[config.mk]
export PLATFORM = sky130hd
export DESIGN_NAME = dcs_regs
export DESIGN_NICKNAME = d
export VERILOG_FILES = /design/src/include/dcs_pkg.sv /design/src/include/dcs_sync_if.sv /design/src/core/dcs_level_sync.sv /design/src/core/dcs_regs.sv
export SDC_FILE = /design/constraint.sdc
export NUM_CORES = 1
export LEC_CHECK = 0
export BUFFER_PORTS_ARGS = -buffer_cell sky130_fd_sc_hd__buf_4
export CAP_MARGIN = 20
export CELL_PAD_IN_SITES_DETAIL_PLACEMENT = 1
export CELL_PAD_IN_SITES_GLOBAL_PLACEMENT = 1
export CORE_ASPECT_RATIO = 0.9
export CORE_UTILIZATION = 33
export CTS_CLUSTER_SIZE = 16
export DETAILED_ROUTE_END_ITERATION = 10
export PLACE_DENSITY_LB_ADDON = 0.1
export SYNTH_ARGS = -nofsm -noshare
export SYNTH_HDL_FRONTEND = slang
export SYNTH_SLANG_ARGS = --single-unit
[constraint.sdc]
create_clock -name ref_clk -period 3.75 [get_ports ref_clk]
set_clock_uncertainty 0.05 [all_clocks]
set_input_delay 0.1875 -clock ref_clk [delete_from_list [all_inputs] [get_ports ref_clk]]
set_output_delay 0.1875 -clock ref_clk [all_outputs]
set_load 0.01 [all_outputs]
[src/include/dcs_pkg.sv]
/*
 * Package for the converter control/status register group: offsets,
 * field positions, reset values and mode encodings.
 * Assumes an 8-bit register port with 8-bit addresses.
 */
package dcs_pkg;
	// ==========================================================
	// register offsets
	localparam logic [7:0] ADDR_LOCK_EVENT_ENABLE = 8'h03;
	localparam logic [7:0] ADDR_LOCK_EVENT_STATUS = 8'h04;
	localparam logic [7:0] ADDR_FULL_SCALE_LOW = 8'h06;
	localparam logic [7:0] ADDR_FULL_SCALE_HIGH_SLEEP = 8'h07;
	localparam logic [7:0] ADDR_OUTPUT_SWITCH_MODE = 8'h08;
	localparam logic [7:0] ADDR_DATA_CLOCK_PHASE_STATUS = 8'h0c;
	localparam logic [7:0] ADDR_SYNC_INPUT_PHASE_STATUS = 8'h0d;
	localparam logic [7:0] ADDR_RECEIVER_CONTROLLER_CONFIG = 8'h10;

	// ==========================================================
	// lock event bit positions (enable and status share them)
	localparam int BIT_SYNC_LOST = 5;
	localparam int BIT_SYNC_LOCKED = 4;
	localparam int BIT_ALIGN_LOST = 3;
	localparam int BIT_ALIGN_LOCKED = 2;
	localparam int BIT_RECEIVER_LOST = 1;
	localparam int BIT_RECEIVER_LOCKED = 0;
	localparam int NUM_EVENTS = 6;

	// ==========================================================
	// other field positions
	localparam int BIT_SLEEP = 7;
	localparam int BIT_EARLY_PHASE = 2;
	localparam int BIT_LATE_PHASE = 0;
	localparam int BIT_SYNC_QUAD_PHASE = 5;
	localparam int BIT_SYNC_ZERO_PHASE = 4;
	localparam int BIT_SYNC_FLAG_CLEAR = 7;
	localparam int BIT_SYNC_AUTO_RELOCK = 6;
	localparam int BIT_SYNC_ROLE = 5;
	localparam int BIT_SYNC_ENABLE = 4;
	localparam int BIT_RECEIVER_FLAG_CLEAR = 2;
	localparam int BIT_RECEIVER_AUTO_RELOCK = 1;
	localparam int BIT_RECEIVER_ENABLE = 0;

	// ==========================================================
	// reset values
	localparam logic [7:0] RST_LOCK_EVENT_ENABLE = 8'h00;
	localparam logic [7:0] RST_FULL_SCALE_LOW = 8'h00;
	localparam logic [1:0] RST_FULL_SCALE_TOP = 2'h2;
	localparam logic RST_SLEEP = 1'b0;
	localparam logic [1:0] RST_OUTPUT_SWITCH_MODE = 2'h0;
	localparam logic [7:0] RST_RECEIVER_CONTROLLER_CONFIG = 8'h42;

	// ==========================================================
	// output switching modes
	typedef enum logic [1:0] {
		DCS_MODE_BASEBAND = 2'h0,
		DCS_MODE_RETURN_ZERO = 2'h1,
		DCS_MODE_MIX = 2'h2,
		DCS_MODE_RESERVED = 2'h3
	} dcs_switch_mode_t;

	// register port access states
	typedef enum logic [1:0] {
		DCS_IDLE = 2'b00,
		DCS_WRITE = 2'b01,
		DCS_READ = 2'b11
	} dcs_access_t;
endpackage : dcs_pkg

[src/include/dcs_sync_if.sv]
/*
 * Carrier for the input synchroniser: raw asynchronous levels in,
 * qualified levels out.
 * Assumes one clock shared by both ends.
 */
`timescale 1ns/10ps
interface dcs_sync_if #(parameter int WIDTH = 14);
	logic [WIDTH-1:0] raw;
	logic [WIDTH-1:0] clean;
	modport owner (output raw, input clean);
	modport sync (input raw, output clean);
endinterface : dcs_sync_if

[src/core/dcs_level_sync.sv]
/*
 * Three-stage synchroniser for asynchronous status levels.
 * A change is taken once the second and third stages agree.
 * Assumes ref_clk domain, synchronous active-high reset.
 */
`timescale 1ns/10ps
module dcs_level_sync #(
	parameter int WIDTH = 14
) (
	// clock and control
	input wire logic ref_clk,
	input wire logic sys_rst,
	input wire logic clk_en,
	// levels
	dcs_sync_if.sync port
);
	logic [WIDTH-1:0] stage1;
	logic [WIDTH-1:0] stage2;
	logic [WIDTH-1:0] stage3;

	// ==========================================================
	// synchroniser chain
	always_ff @(posedge ref_clk) begin
		if (sys_rst) begin
			stage1 <= '0;
			stage2 <= '0;
			stage3 <= '0;
		end else if (clk_en) begin
			stage1 <= port.raw;
			stage2 <= stage1;
			stage3 <= stage2;
		end
	end

	// ==========================================================
	// agreement filter, per bit
	genvar i;
	generate
		for (i = 0; i < WIDTH; i++) begin : g_bit
			logic held;
			always_ff @(posedge ref_clk) begin
				if (sys_rst) begin
					held <= 1'b0;
				end else if (clk_en && (stage2[i] == stage3[i])) begin
					held <= stage3[i];
				end
			end
			assign port.clean[i] = held;
		end
	endgenerate
endmodule : dcs_level_sync

[src/core/dcs_regs.sv]
/*
 * Control and status register group of the RF converter: lock event
 * enables and sticky flags, full-scale code and sleep, output switching
 * mode, phase comparison flags and the controller configuration.
 * Assumes a simple byte register port from the serial host front end
 * on ref_clk; controller and phase indications arrive asynchronously.
 */
`timescale 1ns/10ps

module dcs_regs
	import dcs_pkg::*;
#(
	parameter int CODE_WIDTH = 10,
	parameter int NUM_SYNC = 14
) (
	// clock, reset, enable
	input wire logic ref_clk,
	input wire logic sys_rst,
	input wire logic clk_en,
	// register port
	input wire logic reg_wr,
	input wire logic reg_rd,
	input wire logic [7:0] reg_addr,
	input wire logic [7:0] reg_wdata,
	output logic [7:0] reg_rdata,
	output logic reg_rvalid,
	// controller lock indications (asynchronous levels)
	input wire logic sync_locked_in,
	input wire logic align_locked_in,
	input wire logic receiver_locked_in,
	// phase comparison indications (asynchronous levels)
	input wire logic early_window_phase_in,
	input wire logic late_window_phase_in,
	input wire logic sync_zero_phase_in,
	input wire logic sync_quadrature_phase_in,
	// converter controls
	output logic [CODE_WIDTH-1:0] full_scale_code,
	output logic dac_output_enable,
	output logic [1:0] output_switch_mode,
	// sync controller controls
	output logic sync_controller_enable,
	output logic sync_role_select,
	output logic sync_auto_relock,
	output logic sync_flag_clear,
	output logic sync_restart,
	// receiver controller controls
	output logic receiver_controller_enable,
	output logic receiver_auto_relock,
	output logic receiver_flag_clear,
	output logic receiver_restart
);
	// ==========================================================
	// functions
	function automatic logic hit(input logic [7:0] a, input logic [7:0] b);
		hit = (a == b);
	endfunction : hit

	// ==========================================================
	// storage
	logic [NUM_EVENTS-1:0] event_enable;
	logic [NUM_EVENTS-1:0] event_status;
	logic [7:0] full_scale_low;
	logic [1:0] full_scale_top;
	logic sleep;
	logic [1:0] mode_field;
	logic sync_clear_bit;
	logic receiver_clear_bit;
	logic sync_loop;
	logic receiver_loop;
	logic sync_role;
	logic sync_enable;
	logic receiver_enable;
	dcs_access_t access_state;
	logic [7:0] next_rdata;

	// ==========================================================
	// input synchronisation
	dcs_sync_if #(.WIDTH(7)) levels ();
	logic [6:0] clean;
	logic sync_locked;
	logic align_locked;
	logic receiver_locked;
	logic sync_locked_d;
	logic receiver_locked_d;

	assign levels.raw = {sync_quadrature_phase_in, sync_zero_phase_in,
		late_window_phase_in, early_window_phase_in,
		receiver_locked_in, align_locked_in, sync_locked_in};

	dcs_level_sync #(.WIDTH(7)) u_sync (
		.ref_clk(ref_clk),
		.sys_rst(sys_rst),
		.clk_en(clk_en),
		.port(levels)
	);

	assign clean = levels.clean;
	assign sync_locked = clean[0];
	assign align_locked = clean[1];
	assign receiver_locked = clean[2];

	// ==========================================================
	// controller event conditions
	logic [NUM_EVENTS-1:0] event_cond;
	always_comb begin
		event_cond = '0;
		event_cond[BIT_SYNC_LOST] = sync_enable && !sync_locked;
		event_cond[BIT_SYNC_LOCKED] = sync_enable && sync_locked;
		event_cond[BIT_ALIGN_LOST] = !align_locked;
		event_cond[BIT_ALIGN_LOCKED] = align_locked;
		event_cond[BIT_RECEIVER_LOST] = receiver_enable && !receiver_locked;
		event_cond[BIT_RECEIVER_LOCKED] = receiver_enable && receiver_locked;
		// sync and receiver loss only count as events with auto-relock on, and for sync only on a master
		if (!(sync_loop && sync_role)) begin
			event_cond[BIT_SYNC_LOST] = 1'b0;
		end
		if (!receiver_loop) begin
			event_cond[BIT_RECEIVER_LOST] = 1'b0;
		end
	end

	// ==========================================================
	// register port access
	always_ff @(posedge ref_clk) begin
		if (sys_rst) begin
			access_state <= DCS_IDLE;
		end else if (clk_en) begin
			case (access_state)
				DCS_IDLE: begin
					if (reg_wr) begin
						access_state <= DCS_WRITE;
					end else if (reg_rd) begin
						access_state <= DCS_READ;
					end
				end
				DCS_WRITE: begin
					access_state <= DCS_IDLE;
				end
				DCS_READ: begin
					access_state <= DCS_IDLE;
				end
				default: begin
					access_state <= DCS_IDLE;
				end
			endcase
		end
	end

	// ==========================================================
	// enables: write-only, zero clears the status bit
	always_ff @(posedge ref_clk) begin
		if (sys_rst) begin
			event_enable <= RST_LOCK_EVENT_ENABLE[NUM_EVENTS-1:0];
		end else if (clk_en && reg_wr &&
			hit(reg_addr, ADDR_LOCK_EVENT_ENABLE)) begin
			event_enable <= reg_wdata[NUM_EVENTS-1:0];
		end
	end

	// ==========================================================
	// sticky status
	genvar e;
	generate
		for (e = 0; e < NUM_EVENTS; e++) begin : g_event
			always_ff @(posedge ref_clk) begin
				if (sys_rst) begin
					event_status[e] <= 1'b0;
				end else if (clk_en) begin
					if (event_enable[e] && event_cond[e]) begin
						event_status[e] <= 1'b1;
					end else if (!event_enable[e]) begin
						event_status[e] <= 1'b0;
					end
				end
			end
		end
	endgenerate

	// ==========================================================
	// full-scale code, sleep and mode
	always_ff @(posedge ref_clk) begin
		if (sys_rst) begin
			full_scale_low <= RST_FULL_SCALE_LOW;
			full_scale_top <= RST_FULL_SCALE_TOP;
			sleep <= RST_SLEEP;
			mode_field <= RST_OUTPUT_SWITCH_MODE;
		end else if (clk_en && reg_wr) begin
			if (hit(reg_addr, ADDR_FULL_SCALE_LOW)) begin
				full_scale_low <= reg_wdata;
			end
			if (hit(reg_addr, ADDR_FULL_SCALE_HIGH_SLEEP)) begin
				full_scale_top <= reg_wdata[1:0];
				sleep <= reg_wdata[BIT_SLEEP];
			end
			if (hit(reg_addr, ADDR_OUTPUT_SWITCH_MODE)) begin
				mode_field <= reg_wdata[1:0];
			end
		end
	end

	// ==========================================================
	// controller configuration
	always_ff @(posedge ref_clk) begin
		if (sys_rst) begin
			sync_clear_bit <= RST_RECEIVER_CONTROLLER_CONFIG[BIT_SYNC_FLAG_CLEAR];
			sync_loop <= RST_RECEIVER_CONTROLLER_CONFIG[BIT_SYNC_AUTO_RELOCK];
			sync_role <= RST_RECEIVER_CONTROLLER_CONFIG[BIT_SYNC_ROLE];
			sync_enable <= RST_RECEIVER_CONTROLLER_CONFIG[BIT_SYNC_ENABLE];
			receiver_clear_bit <=
				RST_RECEIVER_CONTROLLER_CONFIG[BIT_RECEIVER_FLAG_CLEAR];
			receiver_loop <=
				RST_RECEIVER_CONTROLLER_CONFIG[BIT_RECEIVER_AUTO_RELOCK];
			receiver_enable <=
				RST_RECEIVER_CONTROLLER_CONFIG[BIT_RECEIVER_ENABLE];
		end else if (clk_en && reg_wr &&
			hit(reg_addr, ADDR_RECEIVER_CONTROLLER_CONFIG)) begin
			sync_clear_bit <= reg_wdata[BIT_SYNC_FLAG_CLEAR];
			sync_loop <= reg_wdata[BIT_SYNC_AUTO_RELOCK];
			sync_role <= reg_wdata[BIT_SYNC_ROLE];
			sync_enable <= reg_wdata[BIT_SYNC_ENABLE];
			receiver_clear_bit <= reg_wdata[BIT_RECEIVER_FLAG_CLEAR];
			receiver_loop <= reg_wdata[BIT_RECEIVER_AUTO_RELOCK];
			receiver_enable <= reg_wdata[BIT_RECEIVER_ENABLE];
		end
	end

	// ==========================================================
	// read mux
	always_comb begin
		next_rdata = 8'h00;
		case (reg_addr)
			ADDR_LOCK_EVENT_STATUS: begin
				next_rdata[NUM_EVENTS-1:0] = event_status;
			end
			ADDR_FULL_SCALE_LOW: begin
				next_rdata = full_scale_low;
			end
			ADDR_FULL_SCALE_HIGH_SLEEP: begin
				next_rdata[1:0] = full_scale_top;
				next_rdata[BIT_SLEEP] = sleep;
			end
			ADDR_OUTPUT_SWITCH_MODE: begin
				next_rdata[1:0] = mode_field;
			end
			ADDR_DATA_CLOCK_PHASE_STATUS: begin
				next_rdata[BIT_EARLY_PHASE] = clean[3];
				next_rdata[BIT_LATE_PHASE] = clean[4];
			end
			ADDR_SYNC_INPUT_PHASE_STATUS: begin
				next_rdata[BIT_SYNC_ZERO_PHASE] = clean[5];
				next_rdata[BIT_SYNC_QUAD_PHASE] = clean[6];
			end
			ADDR_RECEIVER_CONTROLLER_CONFIG: begin
				// clear bits are write-only and read as zero
				next_rdata[BIT_SYNC_AUTO_RELOCK] = sync_loop;
				next_rdata[BIT_SYNC_ROLE] = sync_role;
				next_rdata[BIT_SYNC_ENABLE] = sync_enable;
				next_rdata[BIT_RECEIVER_AUTO_RELOCK] = receiver_loop;
				next_rdata[BIT_RECEIVER_ENABLE] = receiver_enable;
			end
			default: begin
				// write-only and unmapped addresses read zero
				next_rdata = 8'h00;
			end
		endcase
	end

	always_ff @(posedge ref_clk) begin
		if (sys_rst) begin
			reg_rdata <= 8'h00;
			reg_rvalid <= 1'b0;
		end else if (clk_en) begin
			reg_rvalid <= (access_state == DCS_IDLE) && reg_rd && !reg_wr;
			if ((access_state == DCS_IDLE) && reg_rd && !reg_wr) begin
				reg_rdata <= next_rdata;
			end
		end
	end

	// ==========================================================
	// control outputs, all registered
	always_ff @(posedge ref_clk) begin
		if (sys_rst) begin
			full_scale_code <= '0;
			dac_output_enable <= 1'b0;
			output_switch_mode <= RST_OUTPUT_SWITCH_MODE;
			sync_controller_enable <= 1'b0;
			sync_role_select <= 1'b0;
			sync_auto_relock <= 1'b0;
			sync_flag_clear <= 1'b0;
			receiver_controller_enable <= 1'b0;
			receiver_auto_relock <= 1'b0;
			receiver_flag_clear <= 1'b0;
		end else if (clk_en) begin
			full_scale_code <= CODE_WIDTH'({full_scale_top, full_scale_low});
			dac_output_enable <= !sleep;
			output_switch_mode <= mode_field;
			sync_controller_enable <= sync_enable;
			sync_role_select <= sync_role;
			sync_auto_relock <= sync_loop && sync_role;
			sync_flag_clear <= sync_clear_bit;
			receiver_controller_enable <= receiver_enable;
			receiver_auto_relock <= receiver_loop;
			receiver_flag_clear <= receiver_clear_bit;
		end
	end

	// ==========================================================
	// restart pulses on loss of lock
	always_ff @(posedge ref_clk) begin
		if (sys_rst) begin
			sync_locked_d <= 1'b0;
			receiver_locked_d <= 1'b0;
			sync_restart <= 1'b0;
			receiver_restart <= 1'b0;
		end else if (clk_en) begin
			sync_locked_d <= sync_locked;
			receiver_locked_d <= receiver_locked;
			sync_restart <= sync_enable && sync_loop && sync_role &&
				sync_locked_d && !sync_locked;
			receiver_restart <= receiver_enable && receiver_loop &&
				receiver_locked_d && !receiver_locked;
		end
	end
endmodule : dcs_regs

After elaboration in Yosys (flattened, before gate mapping)
Index checks and enable logic that the tools add are counted.
{ "op_classes": {"add_sub_neg": 0, "mul": 0, "div_mod_pow": 0, "n_lt_le_gt_ge": 0, "eq_ne": 22, "shifts": 0, "muxes": 24, "bitwise": 0, "n_reduce_logical": 47} }
{ "op_table": {"columns": ["cell", "n"], "rows": [
  ["1-bit logical AND", 30],
  ["8-bit by 3-bit == test with 1-bit output, second input constant", 3],
  ["8-bit by 4-bit == test with 1-bit output, second input constant", 3],
  ["2-bit AND reduction", 11],
  ["1-bit 2-to-1 mux", 14],
  ["2-bit by 1-bit != test with 1-bit output, second input constant", 6],
  ["8-bit by 2-bit == test with 1-bit output, second input constant", 1],
  ["8-bit by 5-bit == test with 1-bit output, second input constant", 1],
  ["2-bit case mux with 4 select lines", 1],
  ["1-bit == test", 7],
  ["2-bit 2-to-1 mux", 3],
  ["1-bit case mux with 2 select lines", 3],
  ["1-bit case mux with 6 select lines", 1],
  ["1-bit logical NOT", 5],
  ["1-bit case mux with 5 select lines", 1],
  ["3-bit != test, second input constant", 1],
  ["1-bit case mux with 3 select lines", 1],
  ["2-bit logical NOT", 1]
]} }
{ "word_totals": {"register_bits": 95, "latch_bits": 0, "ram_bits": 0, "romBits": 0, "input_bits": 28, "output_inout_bits": 31, "wordCells": 138, "memories": 0} }

Depth between registers and ports, before layout
{ "depth": {"depth_word": 6, "depth_mapped": 6, "mapped_depth_nobuf": 4} }

Hierarchy
From an unflattened synthesis, not the netlist that was laid out.
{ "unflattened": {"cells_unflattened": 425, "hier_area_um2": 4166.5} }
{ "modules_own_cells": {"columns": ["module", "instances", "cells_each", "area_per_inst_um2", "seq_area_each_um2"], "rows": [
  ["dcs_regs", 1, 306, 2956.6, 1341.3],
  ["dcs_level_sync", 1, 119, 1209.9, 560.5]
]} }

Least setup slack after synthesis
Ideal clock, no wire load.
{ "synth_timing": {"kind": "input port to flip-flop", "startpoint": "in reg_addr[5]", "endpoint": "reg full_scale_low[7]", "setup_ns": 0.128, "arrival_ns": 1.421, "required_ns": 3.572, "path_slack_ns": 2.152, "path_stages": 5, "n_path_buf": 1, "path_cell_list": "or4_4 > or3_1 > buf_6 > mux2i_1 > nor2_1"} }
{ "synth_via": {"elab_chain_cells": 2} }
{ "synth_lines": {"columns": ["element", "line", "source"], "rows": [
  ["start, declared", "dcs_regs.sv:23", "input wire logic [7:0] reg_addr,"],
  ["8-bit by 3-bit == test with 1-bit output", "dcs_regs.sv:55", "hit = (a == b);"],
  ["2-bit AND reduction (no line)", null, null],
  ["end signal, assigned", "dcs_regs.sv:189", "full_scale_low <= reg_wdata;"],
  ["end, declared", "dcs_regs.sv:62", "logic [7:0] full_scale_low;"]
]} }
No other way between the ends.
A chain may end at the register's enable or synchronous reset.

Worst setup path in the final report
{ "layout_timing": {"startpoint": "in clk_en", "endpoint": "reg event_status[1]"} }
{ "layout_via": {"elab_chain_cells": 1} }
{ "layout_lines": {"columns": ["element", "line", "source"], "rows": [
  ["start, declared", "dcs_regs.sv:19", "input wire logic clk_en,"],
  ["2-bit AND reduction (no line)", null, null],
  ["end signal, assigned by index", "dcs_regs.sv:167", "event_status[e] <= 1'b0;"],
  ["end signal, assigned by index", "dcs_regs.sv:170", "event_status[e] <= 1'b1;"],
  ["end signal, assigned by index", "dcs_regs.sv:172", "event_status[e] <= 1'b0;"],
  ["end, declared", "dcs_regs.sv:61", "logic [NUM_EVENTS-1:0] event_status;"]
]} }
No other way between the ends.

==> flow_summary.html <==
<table>
<tr><th>Metric</th><th>Value</th></tr>
<tr><th colspan="2">Logic synthesis</th></tr>
<tr><td>Syn Nets</td><td>420</td></tr>
<tr><td>Number of distinct library cells after synthesis</td><td>46</td></tr>
<tr><td>Post-synthesis cell count</td><td>392</td></tr>
<tr><td>Simple-gate share of the synthesized area</td><td>0.169</td></tr>
<tr><td>Post-synth EDFFs</td><td>0</td></tr>
<tr><td>Post-synthesis share of cell area spent on full adders, half adders and majority gates</td><td>0</td></tr>
<tr><td>Share of synthesized area occupied by flip-flops and latches</td><td>0.499</td></tr>
<tr><td>Warning count from the yosys run</td><td>0</td></tr>
<tr><td>Largest cells by area after synthesis</td><td>dfxtp_1 (50%), mux2i_1 (18%), nor2_1 (7.9%)</td></tr>
<tr><td>Count leader, synth</td><td>dfxtp_1</td></tr>
<tr><td>Compound-gate portion of the synthesized area</td><td>0.105</td></tr>
<tr><td>Share of flip-flops with an asynchronous set or reset after synthesis</td><td>0</td></tr>
<tr><td>Leading post-synthesis cells by instance count</td><td>dfxtp_1 (95), nor2_1 (80), mux2i_1 (68)</td></tr>
<tr><td>Combinational family with the most area after synthesis</td><td>multiplexers</td></tr>
<tr><td>Number of storage elements in the synthesis netlist</td><td>95</td></tr>
<tr><td>Share of the synthesized area in the top cell type</td><td>0.499</td></tr>
<tr><td>Yosys top cell by area</td><td>dfxtp_1</td></tr>
<tr><td>Multiplexer share of the synthesized area</td><td>0.193</td></tr>
<tr><td>Synthesized area</td><td>3810 µm²</td></tr>
<tr><td>Most frequently used flop master after synthesis</td><td>dfxtp_1</td></tr>
<tr><td>Average cell area after synthesis</td><td>9.72 µm²</td></tr>
<tr><td>Synth Area in XOR/XNOR</td><td>0</td></tr>
<tr><th colspan="2">Critical path</th></tr>
<tr><td>Worst setup slack for register-to-register paths</td><td>2.21 ns</td></tr>
<tr><td>Crit path required time</td><td>3.94 ns</td></tr>
<tr><td>Endpoint of the lowest-slack register-to-register path</td><td>reg_rdata[4]</td></tr>
<tr><td>CP startpoint</td><td>clk_en</td></tr>
<tr><td>Cell count of the worst reg-to-reg path</td><td>4</td></tr>
<tr><td>Worst r2r src</td><td>access_state[1]</td></tr>
<tr><td>Capturing element type of the critical path</td><td>flop</td></tr>
<tr><td>Crit start category</td><td>primary input</td></tr>
<tr><td>Category of the critical setup timing path</td><td>in2reg</td></tr>
<tr><td>Critical path capture point</td><td>event_status[1]</td></tr>
<tr><td>Signal arrival time at the worst endpoint</td><td>2.01 ns</td></tr>
<tr><td>Largest fanout of any net on the critical path</td><td>35</td></tr>
<tr><th colspan="2">Timing</th></tr>
<tr><td>Max Fclk</td><td>549 MHz</td></tr>
<tr><td>Final hold vios</td><td>0</td></tr>
<tr><td>RSZ-0062 raised after global routing</td><td>false</td></tr>
<tr><td>Post-route clock period utilization</td><td>0.486</td></tr>
<tr><td>Min cycle time layout</td><td>1.82 ns</td></tr>
<tr><td>Sum Neg Setup Slack</td><td>0 ns</td></tr>
<tr><td>Final setup fails</td><td>0</td></tr>
<tr><td>Relative slew slack</td><td>0.461</td></tr>
<tr><td>Worst Max-Slew Pin Slew</td><td>0.808 ns</td></tr>
<tr><td>Total count of max-transition violations in the final report</td><td>0</td></tr>
<tr><th colspan="2">Layout</th></tr>
<tr><td>Number of antenna cells inserted</td><td>0</td></tr>
<tr><td>Area occupied by multi-input gates</td><td>1780 µm²</td></tr>
<tr><td>Layout overhead on the synthesized area</td><td>22.0%</td></tr>
<tr><td>Fraction of layout cells with a size suffix above 1</td><td>0.196</td></tr>
<tr><td>Number of inserted filler cells in the final layout</td><td>1263</td></tr>
<tr><td>Utilization after layout</td><td>0.421</td></tr>
<tr><td>Non-filler instance count after layout</td><td>595</td></tr>
<tr><td>Number of nets in the finished design</td><td>467</td></tr>
<tr><td>Area occupied by registers</td><td>1900 µm²</td></tr>
<tr><th colspan="2">Global route</th></tr>
<tr><td>Number of global-route vias before repair</td><td>2946</td></tr>
<tr><td>All-layer global routing usage</td><td>0.173</td></tr>
<tr><td>Wire length of the first global-routing pass</td><td>15800 µm</td></tr>
<tr><td>Global-route congestion overflow total</td><td>0</td></tr>
<tr><td>Largest net degree at the start of global routing</td><td>57</td></tr>
<tr><td>Number of antenna violations at the first check in global routing</td><td>0</td></tr>
<tr><th colspan="2">Clocking</th></tr>
<tr><td>Post-cts hold buffer count</td><td>0</td></tr>
<tr><td>Clock-pin slew reported for the worst setup and hold paths after clock tree synthesis</td><td>0.07 ns</td></tr>
<tr><td>TritonCTS clock tree</td><td>done</td></tr>
<tr><td>Clock latency on the worst-skew pair</td><td>0.35 ns</td></tr>
<tr><td>Clock root buffer master</td><td>clkbuf_16</td></tr>
<tr><td>Maximum clock path buffer count</td><td>2</td></tr>
<tr><td>Clock sinks</td><td>95</td></tr>
<tr><td>Post-CTS Setup Bufs</td><td>0</td></tr>
<tr><td>TritonCTS buffer count</td><td>9</td></tr>
<tr><td>Level count of the clock H-tree</td><td>3</td></tr>
<tr><td>Post-cts sizing count</td><td>0</td></tr>
<tr><th colspan="2">Run</th></tr>
<tr><td>Max Cap Violations</td><td>0</td></tr>
<tr><th colspan="2">Pwr</th></tr>
<tr><td>Largest vdd supply drop</td><td>0.276 mV</td></tr>
<tr><td>Leakage dissipation</td><td>2.11 nW</td></tr>
<tr><td>Power Density</td><td>460 nW/µm²</td></tr>
<tr><th colspan="2">Floorplan</th></tr>
<tr><td>FP Rows</td><td>36</td></tr>
<tr><td>Core area</td><td>11000 µm²</td></tr>
<tr><td>Vertical extent of the die</td><td>104 µm</td></tr>
<tr><td>I/O pin count</td><td>59</td></tr>
<tr><td>Die outline width</td><td>115 µm</td></tr>
<tr><td>Initial standard-cell utilization of the core</td><td>0.345</td></tr>
<tr><td>Total Die Area</td><td>12000 µm²</td></tr>
<tr><th colspan="2">Place</th></tr>
<tr><td>IO Port Bufs</td><td>58</td></tr>
<tr><td>Post-placement cell count</td><td>580</td></tr>
<tr><td>Half-perimeter wire length after detailed placement</td><td>6730 µm</td></tr>
<tr><td>Final GP Congestion</td><td>0.774</td></tr>
<tr><th colspan="2">Run status</th></tr>
<tr><td>Outcome</td><td>complete, no violations</td></tr>
<tr><th colspan="2">Route</th></tr>
<tr><td>Vias</td><td>2983</td></tr>
<tr><td>Drt pass-1 iters</td><td>4</td></tr>
<tr><td>Routed Wire Length</td><td>9750 µm</td></tr>
<tr><td>Ratio of routed vias to standard cells</td><td>5.01</td></tr>
<tr><td>Remaining routing DRC violations</td><td>0</td></tr>
<tr><td>DR WL/cell</td><td>16.4 µm</td></tr>
<tr><td>Number of DRC markers in iteration 0</td><td>122</td></tr>
<tr><td>Antenna-violating nets left</td><td>0</td></tr>
<tr><th colspan="2">Worst hold path</th></tr>
<tr><td>Class of the tightest hold or removal check</td><td>in2reg</td></tr>
</table>
-- sequential cells by signal, summed over array words and instances (netlist names), 6 cells and up --
register,flops
event_enable,6
event_status,6
full_scale_code,10
full_scale_low,8
reg_rdata,8
u_sync.g_bit.held,7
u_sync.stage1,7
u_sync.stage2,7
u_sync.stage3,7
-- cell families after synthesis --
logic type      Yosys count
compound gates           61
buf+inv                  27
flops                    95
mux                      73
simple gates            136
-- how the worst min path moves through the flow --
stage | from | to | slack [ns] | cells after the start
3_3_place_gp | reg_wdata[6] | sync_loop | 0.37 | 3
5_1_grt | late_window_phase_in | u_sync.stage1[4] | 0.04 | 3
2_1_floorplan | reg_wdata[1] | receiver_loop | 0.26 | 2
6_report | reg_wdata[6] | sync_loop | 0.03 | 3
3_5_place_dp | reg_wdata[6] | sync_loop | 0.38 | 3
4_1_cts | reg_wdata[6] | sync_loop | 0.02 | 3
-- cell usage in the layout, fill, tap and decap left out, types with 2 or more instances in the layout --
master     netlist  final
nor2_1          80     80
and3b_1          2      2
buf_4            1     60
o221a_2          2      2
inv_1            2      2
o21ai_0         14     14
nand3_1          3      3
a22oi_1          2      2
a31oi_1          2      2
nand2b_1         2      2
clkbuf_16        0      9
a221o_1          3      3
nand4_1          2      2
bufinv_16        0      2
a21oi_1         19     19
a32oi_1          2      2
mux2_2           5      5
a22o_1           4      4
nand2_1         25     25
nor4b_1          2      2
nor3_1           4      4
nor3b_1          2      2
clkinv_2         0      2
and3_1           2      2
a21o_1           6      6
dfxtp_1         95     95
a211oi_1         3      3
mux2i_1         68     68
-- worst max-delay path: stages --
cell	delay, ns
buf_4	0.45
buf_4	0.45
inv_1	0.47
o221a_2	0.43
-- power breakdown --
group | total [mW] | internal (mW) | switching (mW)
Combinational | 0.129 | 0.0525 | 0.0765
Clock | 0.977 | 0.597 | 0.380
Sequential | 1.03 | 1.02 | 0.00902
-- layer usage --
layer / wire length, µm / GRT usage
met3: 323 / 0.0379
met5: 0 / 0
met4: 111 / 0.0501
met2: 4340 / 0.268
met1: 4980 / 0.240
-- layout make-up --
type	count	area share
timing repair buffer	60	0.0969
tap	152	0.0409
sequential	95	0.409
clock buffer	11	0.0522
inverter	3	0.00242
multi-input combinational	270	0.383
clock inverter	4	0.0151
-- metrics by stage --
| stage | setup WS, ns | instance area (µm²) | hold slack (ns) | total power, mW |
|---|---|---|---|---|
| global placement | 1.57 | 4340 | 0.366 | 1.18 |
| detailed placement | 1.53 | 4340 | 0.380 | 1.19 |
| global route | 1.73 | 4650 | 0.0376 | 2.21 |
| finish | 1.93 | 4650 | 0.0260 | 2.14 |
| floorplan | 2.15 | 3810 | 0.263 | 1.13 |
| CTS | 1.90 | 4650 | 0.0240 | 2.16 |
No activity file was read; power rests on OpenSTA's default activity.
